$ cat src/hw/sanse_pkg.sv
package sanse_pkg;
   // widths of the instruction word, data byte and file address
   localparam int INSTR_W = 14;
   localparam int DATA_W = 8;
   localparam int ADDR_W = 7;
   // field positions inside the instruction word
   localparam int OPC_MSB = 13;
   localparam int OPC_LSB = 8;
   localparam int DEST_POS = 7;
   localparam int ADDR_MSB = 6;
   localparam int ADDR_LSB = 0;
   // nibble positions inside a data byte
   localparam int NIB_HI_MSB = 7;
   localparam int NIB_HI_LSB = 4;
   localparam int NIB_LO_MSB = 3;
   localparam int NIB_LO_LSB = 0;
   // opcode fields of the two instructions handled here
   localparam logic [5:0] OPC_SUBTRACT_WORK_FROM_FILE = 6'h02;
   localparam logic [5:0] OPC_SWAP_FILE_NIBBLES = 6'h0E;
   // destination bit values
   localparam logic DEST_WORK = 1'h0;
   localparam logic DEST_FILE = 1'h1;
   // values after reset
   localparam logic [7:0] WORK_RST = 8'h00;
   localparam logic [6:0] ADDR_RST = 7'h00;
   localparam logic FLAG_RST = 1'h0;
   // cycles from an accepted instruction to its registered result
   localparam int EXEC_CYCLES = 1;

   // operation chosen by the decoder stage of this block
   typedef enum logic [1:0] {
      SANSE_OP_NONE,
      SANSE_OP_SUB,
      SANSE_OP_SWAP
   } sanse_op_type;
endpackage

$ cat src/hw/sanse_alu.sv
`timescale 1ns/1ps
// combinational arithmetic for both instructions
module sanse_alu (
   input wire logic sub_sel,
   input wire logic [7:0] file_val,
   input wire logic [7:0] work_val,
   output logic [7:0] result,
   output logic carry,
   output logic digit_carry_flag,
   output logic zero
);
   // true when minuend >= subtrahend, i.e. no borrow leaves the field
   function automatic logic no_borrow(input logic [7:0] a, input logic [7:0] b);
      begin
         no_borrow = (a >= b);
      end
   endfunction

   // difference wraps modulo 256, which is two's complement subtraction
   logic [7:0] diff;
   // nibble-exchanged copy of the source byte
   logic [7:0] swapped;

   // compute both results and pick one; flags only matter for subtract
   always_comb begin
      diff = file_val - work_val;
      swapped = {file_val[sanse_pkg::NIB_LO_MSB:sanse_pkg::NIB_LO_LSB],
                 file_val[sanse_pkg::NIB_HI_MSB:sanse_pkg::NIB_HI_LSB]};
      result = sub_sel ? diff : swapped;
      carry = no_borrow(file_val, work_val);
      digit_carry_flag = no_borrow({4'h0, file_val[3:0]}, {4'h0, work_val[3:0]});
      zero = (diff == 8'h00);
   end
endmodule

$ cat src/hw/sanse_exec.sv
`timescale 1ns/1ps
// What this block does
// - opcode 000010 subtracts working from file
// - destination 0: difference into working register
// - destination 1: difference back to file
// - no borrow sets carry
// - borrow clears carry, result wraps
// - opcode 001110 swaps nibbles, flags untouched
// - destination 0: swapped byte into working
// - destination 1: swapped byte back to file
module sanse_exec (
   input wire logic sys_clk,
   input wire logic rst_b,
   input wire logic exec_valid,
   input wire logic [13:0] exec_instr,
   input wire logic [7:0] file_rd_data,
   input wire logic work_load_en,
   input wire logic [7:0] work_load_data,
   output logic [7:0] work_q,
   output logic file_we_q,
   output logic [6:0] file_addr_q,
   output logic [7:0] file_wdata_q,
   output logic carry_q,
   output logic digit_carry_flag_q,
   output logic zero_q,
   output logic done_q,
   output logic unsupported_q
);
   // decoded operation of the offered instruction
   sanse_pkg::sanse_op_type op;
   // destination bit and file address taken from the word
   logic dest;
   logic [6:0] addr;
   // source byte after forwarding
   logic [7:0] operand;
   // alu results
   logic [7:0] alu_result;
   logic alu_carry;
   logic alu_dc;
   logic alu_zero;
   // next values of all registers
   logic [7:0] work_d;
   logic file_we_d;
   logic [6:0] file_addr_d;
   logic [7:0] file_wdata_d;
   logic carry_d;
   logic digit_carry_flag_d;
   logic zero_d;
   logic done_d;
   logic unsupported_d;

   // map the opcode field onto an operation
   function automatic sanse_pkg::sanse_op_type decode(input logic [5:0] opc);
      begin
         if (opc == sanse_pkg::OPC_SUBTRACT_WORK_FROM_FILE) begin
            decode = sanse_pkg::SANSE_OP_SUB;
         end else if (opc == sanse_pkg::OPC_SWAP_FILE_NIBBLES) begin
            decode = sanse_pkg::SANSE_OP_SWAP;
         end else begin
            decode = sanse_pkg::SANSE_OP_NONE;
         end
      end
   endfunction

   // field split and operand forwarding
   always_comb begin
      op = exec_valid ? decode(exec_instr[sanse_pkg::OPC_MSB:sanse_pkg::OPC_LSB])
                      : sanse_pkg::SANSE_OP_NONE;
      dest = exec_instr[sanse_pkg::DEST_POS];
      addr = exec_instr[sanse_pkg::ADDR_MSB:sanse_pkg::ADDR_LSB];
      // the file write lands one edge late, so a back-to-back read of the
      // same address would see the stale byte; forward the pending value
      if (file_we_q && (file_addr_q == addr)) begin
         operand = file_wdata_q;
      end else begin
         operand = file_rd_data;
      end
   end

   sanse_alu u_alu (
      .sub_sel(op == sanse_pkg::SANSE_OP_SUB),
      .file_val(operand),
      .work_val(work_q),
      .result(alu_result),
      .carry(alu_carry),
      .digit_carry_flag(alu_dc),
      .zero(alu_zero)
   );

   // next-state logic for working register, file write port and flags
   always_comb begin
      work_d = work_q;
      file_we_d = 1'h0;
      file_addr_d = file_addr_q;
      file_wdata_d = file_wdata_q;
      carry_d = carry_q;
      digit_carry_flag_d = digit_carry_flag_q;
      zero_d = zero_q;
      done_d = 1'h0;
      unsupported_d = 1'h0;
      // a separate load from the decoder; an executing instruction wins
      if (work_load_en) begin
         work_d = work_load_data;
      end
      unique case (op)
         sanse_pkg::SANSE_OP_SUB: begin
            carry_d = alu_carry;
            digit_carry_flag_d = alu_dc;
            zero_d = alu_zero;
            done_d = 1'h1;
            if (dest == sanse_pkg::DEST_WORK) begin
               work_d = alu_result;
            end else begin
               work_d = work_q;
               file_we_d = 1'h1;
               file_addr_d = addr;
               file_wdata_d = alu_result;
            end
         end
         sanse_pkg::SANSE_OP_SWAP: begin
            // flags keep their values: nibble swap affects no status
            done_d = 1'h1;
            if (dest == sanse_pkg::DEST_WORK) begin
               work_d = alu_result;
            end else begin
               work_d = work_q;
               file_we_d = 1'h1;
               file_addr_d = addr;
               file_wdata_d = alu_result;
            end
         end
         sanse_pkg::SANSE_OP_NONE: begin
            // other opcodes belong to other units; flag them once
            unsupported_d = exec_valid;
         end
      endcase
   end

   // registers only
   always_ff @(posedge sys_clk or negedge rst_b) begin
      if (!rst_b) begin
         work_q <= sanse_pkg::WORK_RST;
         file_we_q <= sanse_pkg::FLAG_RST;
         file_addr_q <= sanse_pkg::ADDR_RST;
         file_wdata_q <= sanse_pkg::WORK_RST;
         carry_q <= sanse_pkg::FLAG_RST;
         digit_carry_flag_q <= sanse_pkg::FLAG_RST;
         zero_q <= sanse_pkg::FLAG_RST;
         done_q <= sanse_pkg::FLAG_RST;
         unsupported_q <= sanse_pkg::FLAG_RST;
      end else begin
         work_q <= work_d;
         file_we_q <= file_we_d;
         file_addr_q <= file_addr_d;
         file_wdata_q <= file_wdata_d;
         carry_q <= carry_d;
         digit_carry_flag_q <= digit_carry_flag_d;
         zero_q <= zero_d;
         done_q <= done_d;
         unsupported_q <= unsupported_d;
      end
   end
endmodule

$ cat config.mk
export PLATFORM = sky130hd
export DESIGN_NAME = sanse_exec
export DESIGN_NICKNAME = d
export VERILOG_FILES = /design/src/hw/sanse_pkg.sv /design/src/hw/sanse_alu.sv /design/src/hw/sanse_exec.sv
export SDC_FILE = /design/constraint.sdc
export NUM_CORES = 1
export LEC_CHECK = 0
export BUFFER_PORTS_ARGS = -buffer_cell sky130_fd_sc_hd__buf_4
export CORE_MARGIN = 2
export CORE_UTILIZATION = 51
export CTS_BUF_LIST = sky130_fd_sc_hd__clkbuf_16
export DETAILED_ROUTE_END_ITERATION = 10
export GPL_ROUTABILITY_DRIVEN = 0
export PLACE_DENSITY = 0.79
export RECOVER_POWER = 25
export SETUP_SLACK_MARGIN = 0.3
export SKIP_LAST_GASP = 1
export SLEW_MARGIN = 20
export SYNTH_ARGS = -nofsm -noshare
export SYNTH_HDL_FRONTEND = slang
export SYNTH_HIERARCHICAL = 1
export SYNTH_SLANG_ARGS = --single-unit
$ cat constraint.sdc
create_clock -name sys_clk -period 3.5 [get_ports sys_clk]
set_input_delay 0.7 -clock sys_clk [delete_from_list [all_inputs] [get_ports sys_clk]]
set_output_delay 0.7 -clock sys_clk [all_outputs]
set_load 0.02 [all_outputs]
After elaboration in Yosys (flattened, before gate mapping)
Index checks and enable logic that the tools add are counted.
{ "totals": {"n_memories": 0, "romBits": 0, "wordCells": 37, "latchBits": 0, "register_bits": 29, "ram_bits": 0} }
{ "op_classes": {"mul": 0, "n_reduce_logical": 7, "n_div": 0, "n_shift": 0, "n_eq_ne": 6, "n_addsub": 1, "bitwise_logic": 0, "magnitude_cmp": 2, "muxes": 12} }
{ "ops": {"columns": ["op", "count"], "rows": [
  ["8-bit 2-to-1 mux", 5],
  ["8-bit greater-or-equal comparator", 1],
  ["8-bit zero test", 1],
  ["8-bit subtractor", 1],
  ["7-bit equality test", 1],
  ["6-bit by 2-bit equality test with 1-bit output, second input constant", 1],
  ["6-bit by 4-bit equality test with 1-bit output, second input constant", 1],
  ["2-bit 2-to-1 mux", 3],
  ["4-bit greater-or-equal comparator", 1],
  ["1-bit 2-to-1 mux", 4],
  ["2-bit AND reduction", 2],
  ["2-bit by 1-bit equality test with 1-bit output, second input constant", 1],
  ["2-bit equality test, second input constant", 1],
  ["2-bit zero test", 1],
  ["2-bit != test, second input constant", 1],
  ["2-bit nonzero test", 1],
  ["2-bit OR reduction", 1],
  ["1-bit logical AND", 1]
]} }

Depth between registers and ports, before layout
{ "logic_depth": {"ltp_word": 8, "depth_mapped": 15} }

Modules after synthesis
Netlist, hierarchy kept.
{ "by_module_without_submodules": {"columns": ["module", "cells_per_inst", "area_each_um2", "instances"], "rows": [
  ["sanse_exec", 112, 1425.1, 1],
  ["sanse_alu", 75, 543.0, 1]
]} }

Worst setup path after synthesis
No wires, ideal clock.
{ "synth_timing": {"path_type": "input to register", "startpoint": "in exec_instr[3]", "endpoint": "reg file_wdata_q[6]", "setup_time_ns": 0.125, "n_path_buf": 0, "path_stages": 13, "arrival_ns": 3.226, "slack_ns": 0.149, "cell_sequence": "xnor2_1 nand4_1 nor2_4 mux2_2 inv_1 ha_1 inv_1 fa_1 a21o_1 a221oi_2 xnor2_1 mux2_2 mux2_2"} }
{ "synth_via": {"elab_chain_len": 5} }
{ "synth_rtl": {"columns": ["item", "line_no", "rtl"], "rows": [
  ["start: declaration", "sanse_exec.sv:15", "input wire logic [13:0] exec_instr,"],
  ["7-bit equality test", "sanse_exec.sv:73", "if (file_we_q && (file_addr_q == addr)) begin"],
  ["1-bit logical AND", "sanse_exec.sv:73", null],
  ["8-bit 2-to-1 mux", "sanse_exec.sv:73", null],
  ["via operand[0]", "sanse_exec.sv:35", "logic [7:0] operand;"],
  ["8-bit subtractor", "sanse_alu.sv:26", "diff = file_val - work_val;"],
  ["8-bit 2-to-1 mux", "sanse_alu.sv:29", "result = sub_sel ? diff : swapped;"],
  ["via alu_result[6]", "sanse_exec.sv:37", "logic [7:0] alu_result;"],
  ["end signal: assignment", "sanse_exec.sv:145", "file_wdata_q <= sanse_pkg::WORK_RST;"],
  ["end signal: assignment", "sanse_exec.sv:155", "file_wdata_q <= file_wdata_d;"],
  ["end: declaration", "sanse_exec.sv:22", "output logic [7:0] file_wdata_q,"]
]} }
The timed path passes the listed nets, and every way through them passes these cells.
A chain may end at the register's enable or synchronous reset.

Worst setup path after layout
{ "layout_timing": {"startpoint": "in exec_instr[6]", "endpoint": "reg file_wdata_q[7]"} }
The elaborated chain is that of the path after synthesis.

==> results by group <==
Yosys
  • Most common cell in the synthesized netlist: mux2_2
  • Ys Warns: 6
  • Synthesized flop and latch total: 29
  • Synth cell count leaders: mux2_2 (30), dfrtp_1 (29), inv_1 (15)
  • Unique masters post-synth: 40
  • Synth top area share: between 30% and 40%
  • Synth Net Count: ~230
  • EDFF count, synth: 0
  • Synth Instances: 187
  • Dominant cell type by area after synthesis: dfrtp_1
  • Register area share after synthesis: between 30% and 40%
  • Async S/R FF share, synth: 100%
  • Synthesized area per cell: 10.5 um^2
  • Most common flop cell mapped by yosys: dfrtp_1
  • Synthesized area: 1970 um^2
  • Dominant cells by area after synthesis: dfrtp_1 (37%), mux2_2 (17%), ha_1 (5.7%)

Clocking
  • Hold-fix buffers, CTS: 0
  • CTS tree: built
  • Worst-skew pair later-pin latency: roughly 270 ps
  • Max clock buf depth: 2
  • # H-tree levels: 2
  • Clk root buf: clkbuf_16
  • Clk slew on worst S/H paths: 40 ps
  • Clock sinks: 29
  • CTS Buf Count: 5

GRT
  • Global-route wire length before repair: just under 9000 um
  • Grt total ovfl: 0
  • Met1 Use GR: 36.5%
  • Vias in the first global route: 1720
  • GRT met3 Usage: 4.43%
  • GRT busiest layer: met2
  • Largest net degree at the start of global routing: 30
  • All-layer global routing usage: 26.8%
  • Initial antenna violation count: 0
  • Met2 usage: between 40% and 50%

STA
  • Hold Fails Final Rpt: 0
  • Clock skew: 6.44 ps
  • # setup viols final: 0
  • Slew headroom: -6.13%
  • RSZ-0062 raised after global routing: yes
  • Min Clock Period, post-route: 3310 ps
  • Max Clk Rate: 302 MHz
  • Final slew viol count: 30
  • Worst-Margin Slew: 1590 ps
  • Fin crit share: 94.5%
  • Setup TNS: 0 ps

Floorplan
  • Die W: 66.1 um
  • I/O Pins: 63
  • Die area: 4370 um^2
  • Core area: 3690 um^2
  • Initial Util: ~53%
  • # rows: 22
  • DIE HEIGHT: around 66 um

Min path
  • Hold path depth: 1
  • Hold WC Path Type: flip-flop to flip-flop

Power
  • Sequential share of power: 30.3%
  • Logic gate share of total power: 36.0%
  • Sw Share: 30.6%
  • Clk pwr share: 33.7%
  • Int Pwr: 0.000960 W
  • Worst IR Drop VDD: 0.000315 V
  • Tot Pwr: between 0.001 and 0.0015 W
  • Switching pwr: 0.000424 W
  • Power per cell area: 459 nW/um^2
  • Static leakage: ~1.5 nW

Placement
  • I/O Buffers: 62
  • Post-DP HPWL: between 3000 and 4000 um

Detailed routing
  • Via density: 5.78
  • DR iter-0 viols: ~180
  • Vias: 1827
  • Drt wl/cell: 19.6 um
  • Total detailed-routing wirelength: approximately 6200 um
  • # DRC: 0
  • Drt pass-1 iters: 4
  • Antenna-violating nets left: 0

Setup path
  • Worst path arrival time: 3450 ps
  • Startpoint Class: input pin
  • Crit path to: file_wdata_q[7]
  • R2R depth: 12
  • R2R Path End: file_wdata_q[7]
  • Crit path max fanout: 3
  • Crit Path Class: input pin to flip-flop
  • Critical Path RT: 3650 ps
  • Critical Path Sink Type: flip-flop
  • R2r startpoint: file_addr_q[5]
  • Reg2Reg Setup Slack: ~290 ps
  • Worst Setup SP: exec_instr[6]

Job
  • Max_cap viols: 1

Finish
  • Area grow syn2layout: 53.0%
  • Nets: 311
  • Layout cells sized above 1: ~54%
  • Ant. Diodes: 0

Run status
  • Outcome: finished, violations left
  • Failing checks: max-capacitance violations, max-slew violations
layer usage:
layer / vias up / routed length (um)
met5: - / 0
met4: 0 / 210
met3: 25 / 343
met2: 94 / 3040
met1: 874 / 2610
li1: 834 / -
placed cells by master (no fill, tap or decap), types with 4 or more instances in the layout:
master / Yosys / final
xnor2_2: 0 / 6
mux2i_1: 9 / 9
dfrtp_1: 29 / 29
mux2_4: 0 / 10
nand2_1: 5 / 4
xnor2_1: 10 / 4
mux2_2: 30 / 20
nor2b_1: 8 / 8
ha_4: 0 / 8
a211oi_1: 10 / 10
a21oi_1: 12 / 12
buf_4: 1 / 71
inv_1: 15 / 14
a21o_1: 6 / 6
nor2_1: 8 / 7
clkbuf_16: 0 / 5
buf_6: 2 / 6
how the worst min path moves through the flow:
stage                 start  slack (ps)             end
floorplan             rst_b         400         carry_q
global placement     zero_q         490          zero_q
detailed placement  carry_q         500         carry_q
CTS                   rst_b         360  file_addr_q[3]
global route        carry_q         520         carry_q
finish              carry_q         500         carry_q
registers in the layout, summed over array words and instances (netlist names):
register	cells
digit_carry_flag_q	1
work_q	8
unsupported_q	1
done_q	1
carry_q	1
zero_q	1
file_we_q	1
file_wdata_q	8
file_addr_q	7
per-stage QoR:
stage          cell area [um^2]  worst slack [ps]  hold slack [ps]  utilization (%)  instances
6_report                   3010               192              502             81.6        316
5_1_grt                    3010              95.6              522             81.6        316
4_1_cts                    2880               293              359             78.1        310
3_5_place_dp               2580             -51.5              499             69.9        299
3_3_place_gp               2580             -48.3              494             69.9        299
2_1_floorplan              2030               258              404                -        187
cell type report:
| class | instances | area, um^2 |
|---|---|---|
| Inverter | 15 | 58.8 |
| Clock buffer | 5 | 125 |
| Clock inverter | 3 | 37.5 |
| Timing Repair Buffer | 80 | 639 |
| Fill cell | 210 | 677 |
| Tap cell | 48 | 60.1 |
| Multi-Input combinational cell | 136 | 1370 |
| Sequential cell | 29 | 726 |
power groups by stage:
stage               sequential (W)  combinational, W  clock, W
floorplan                 0.000462          0.000197         0
global placement          0.000418          0.000399         0
detailed placement        0.000420          0.000402         0
CTS                       0.000416          0.000440  0.000471
global route              0.000424          0.000524  0.000485
finish                    0.000419          0.000498  0.000467
timing repair:
item	in CTS	in global routing
cloned	0	0
endpoints found under the setup margin	7	10
buffers inserted	3	6
resized for setup	16	18
pin swaps	8	11
logic make-up (layout without fill, tap and decap cells):
kind of cell / Yosys count / after routing / synth area share [%]
AOI/OAI and AO/OA: 39 / 39 / 13.7
muxes: 39 / 39 / 21.7
and+or+nand+nor: 38 / 38 / 11.3
DFF: 29 / 29 / 36.9
buffers and inverters: 22 / 103 / 5.28
adders and majority gates: 10 / 10 / 6.74
xor gates and xnor gates: 10 / 10 / 4.45
worst max-delay path, cell delays in order:
cell and delay, ps:
buf_8 100, xnor2_2 130, nand4_1 190, nor2_4 200
buf_4 150, mux2_4 330, ha_4 290, nand2b_4 80
a211oi_4 280, nor4b_1 80, a311o_1 360, mux2_4 290
mux2_2 280
Power figures use the tool's default switching activity.
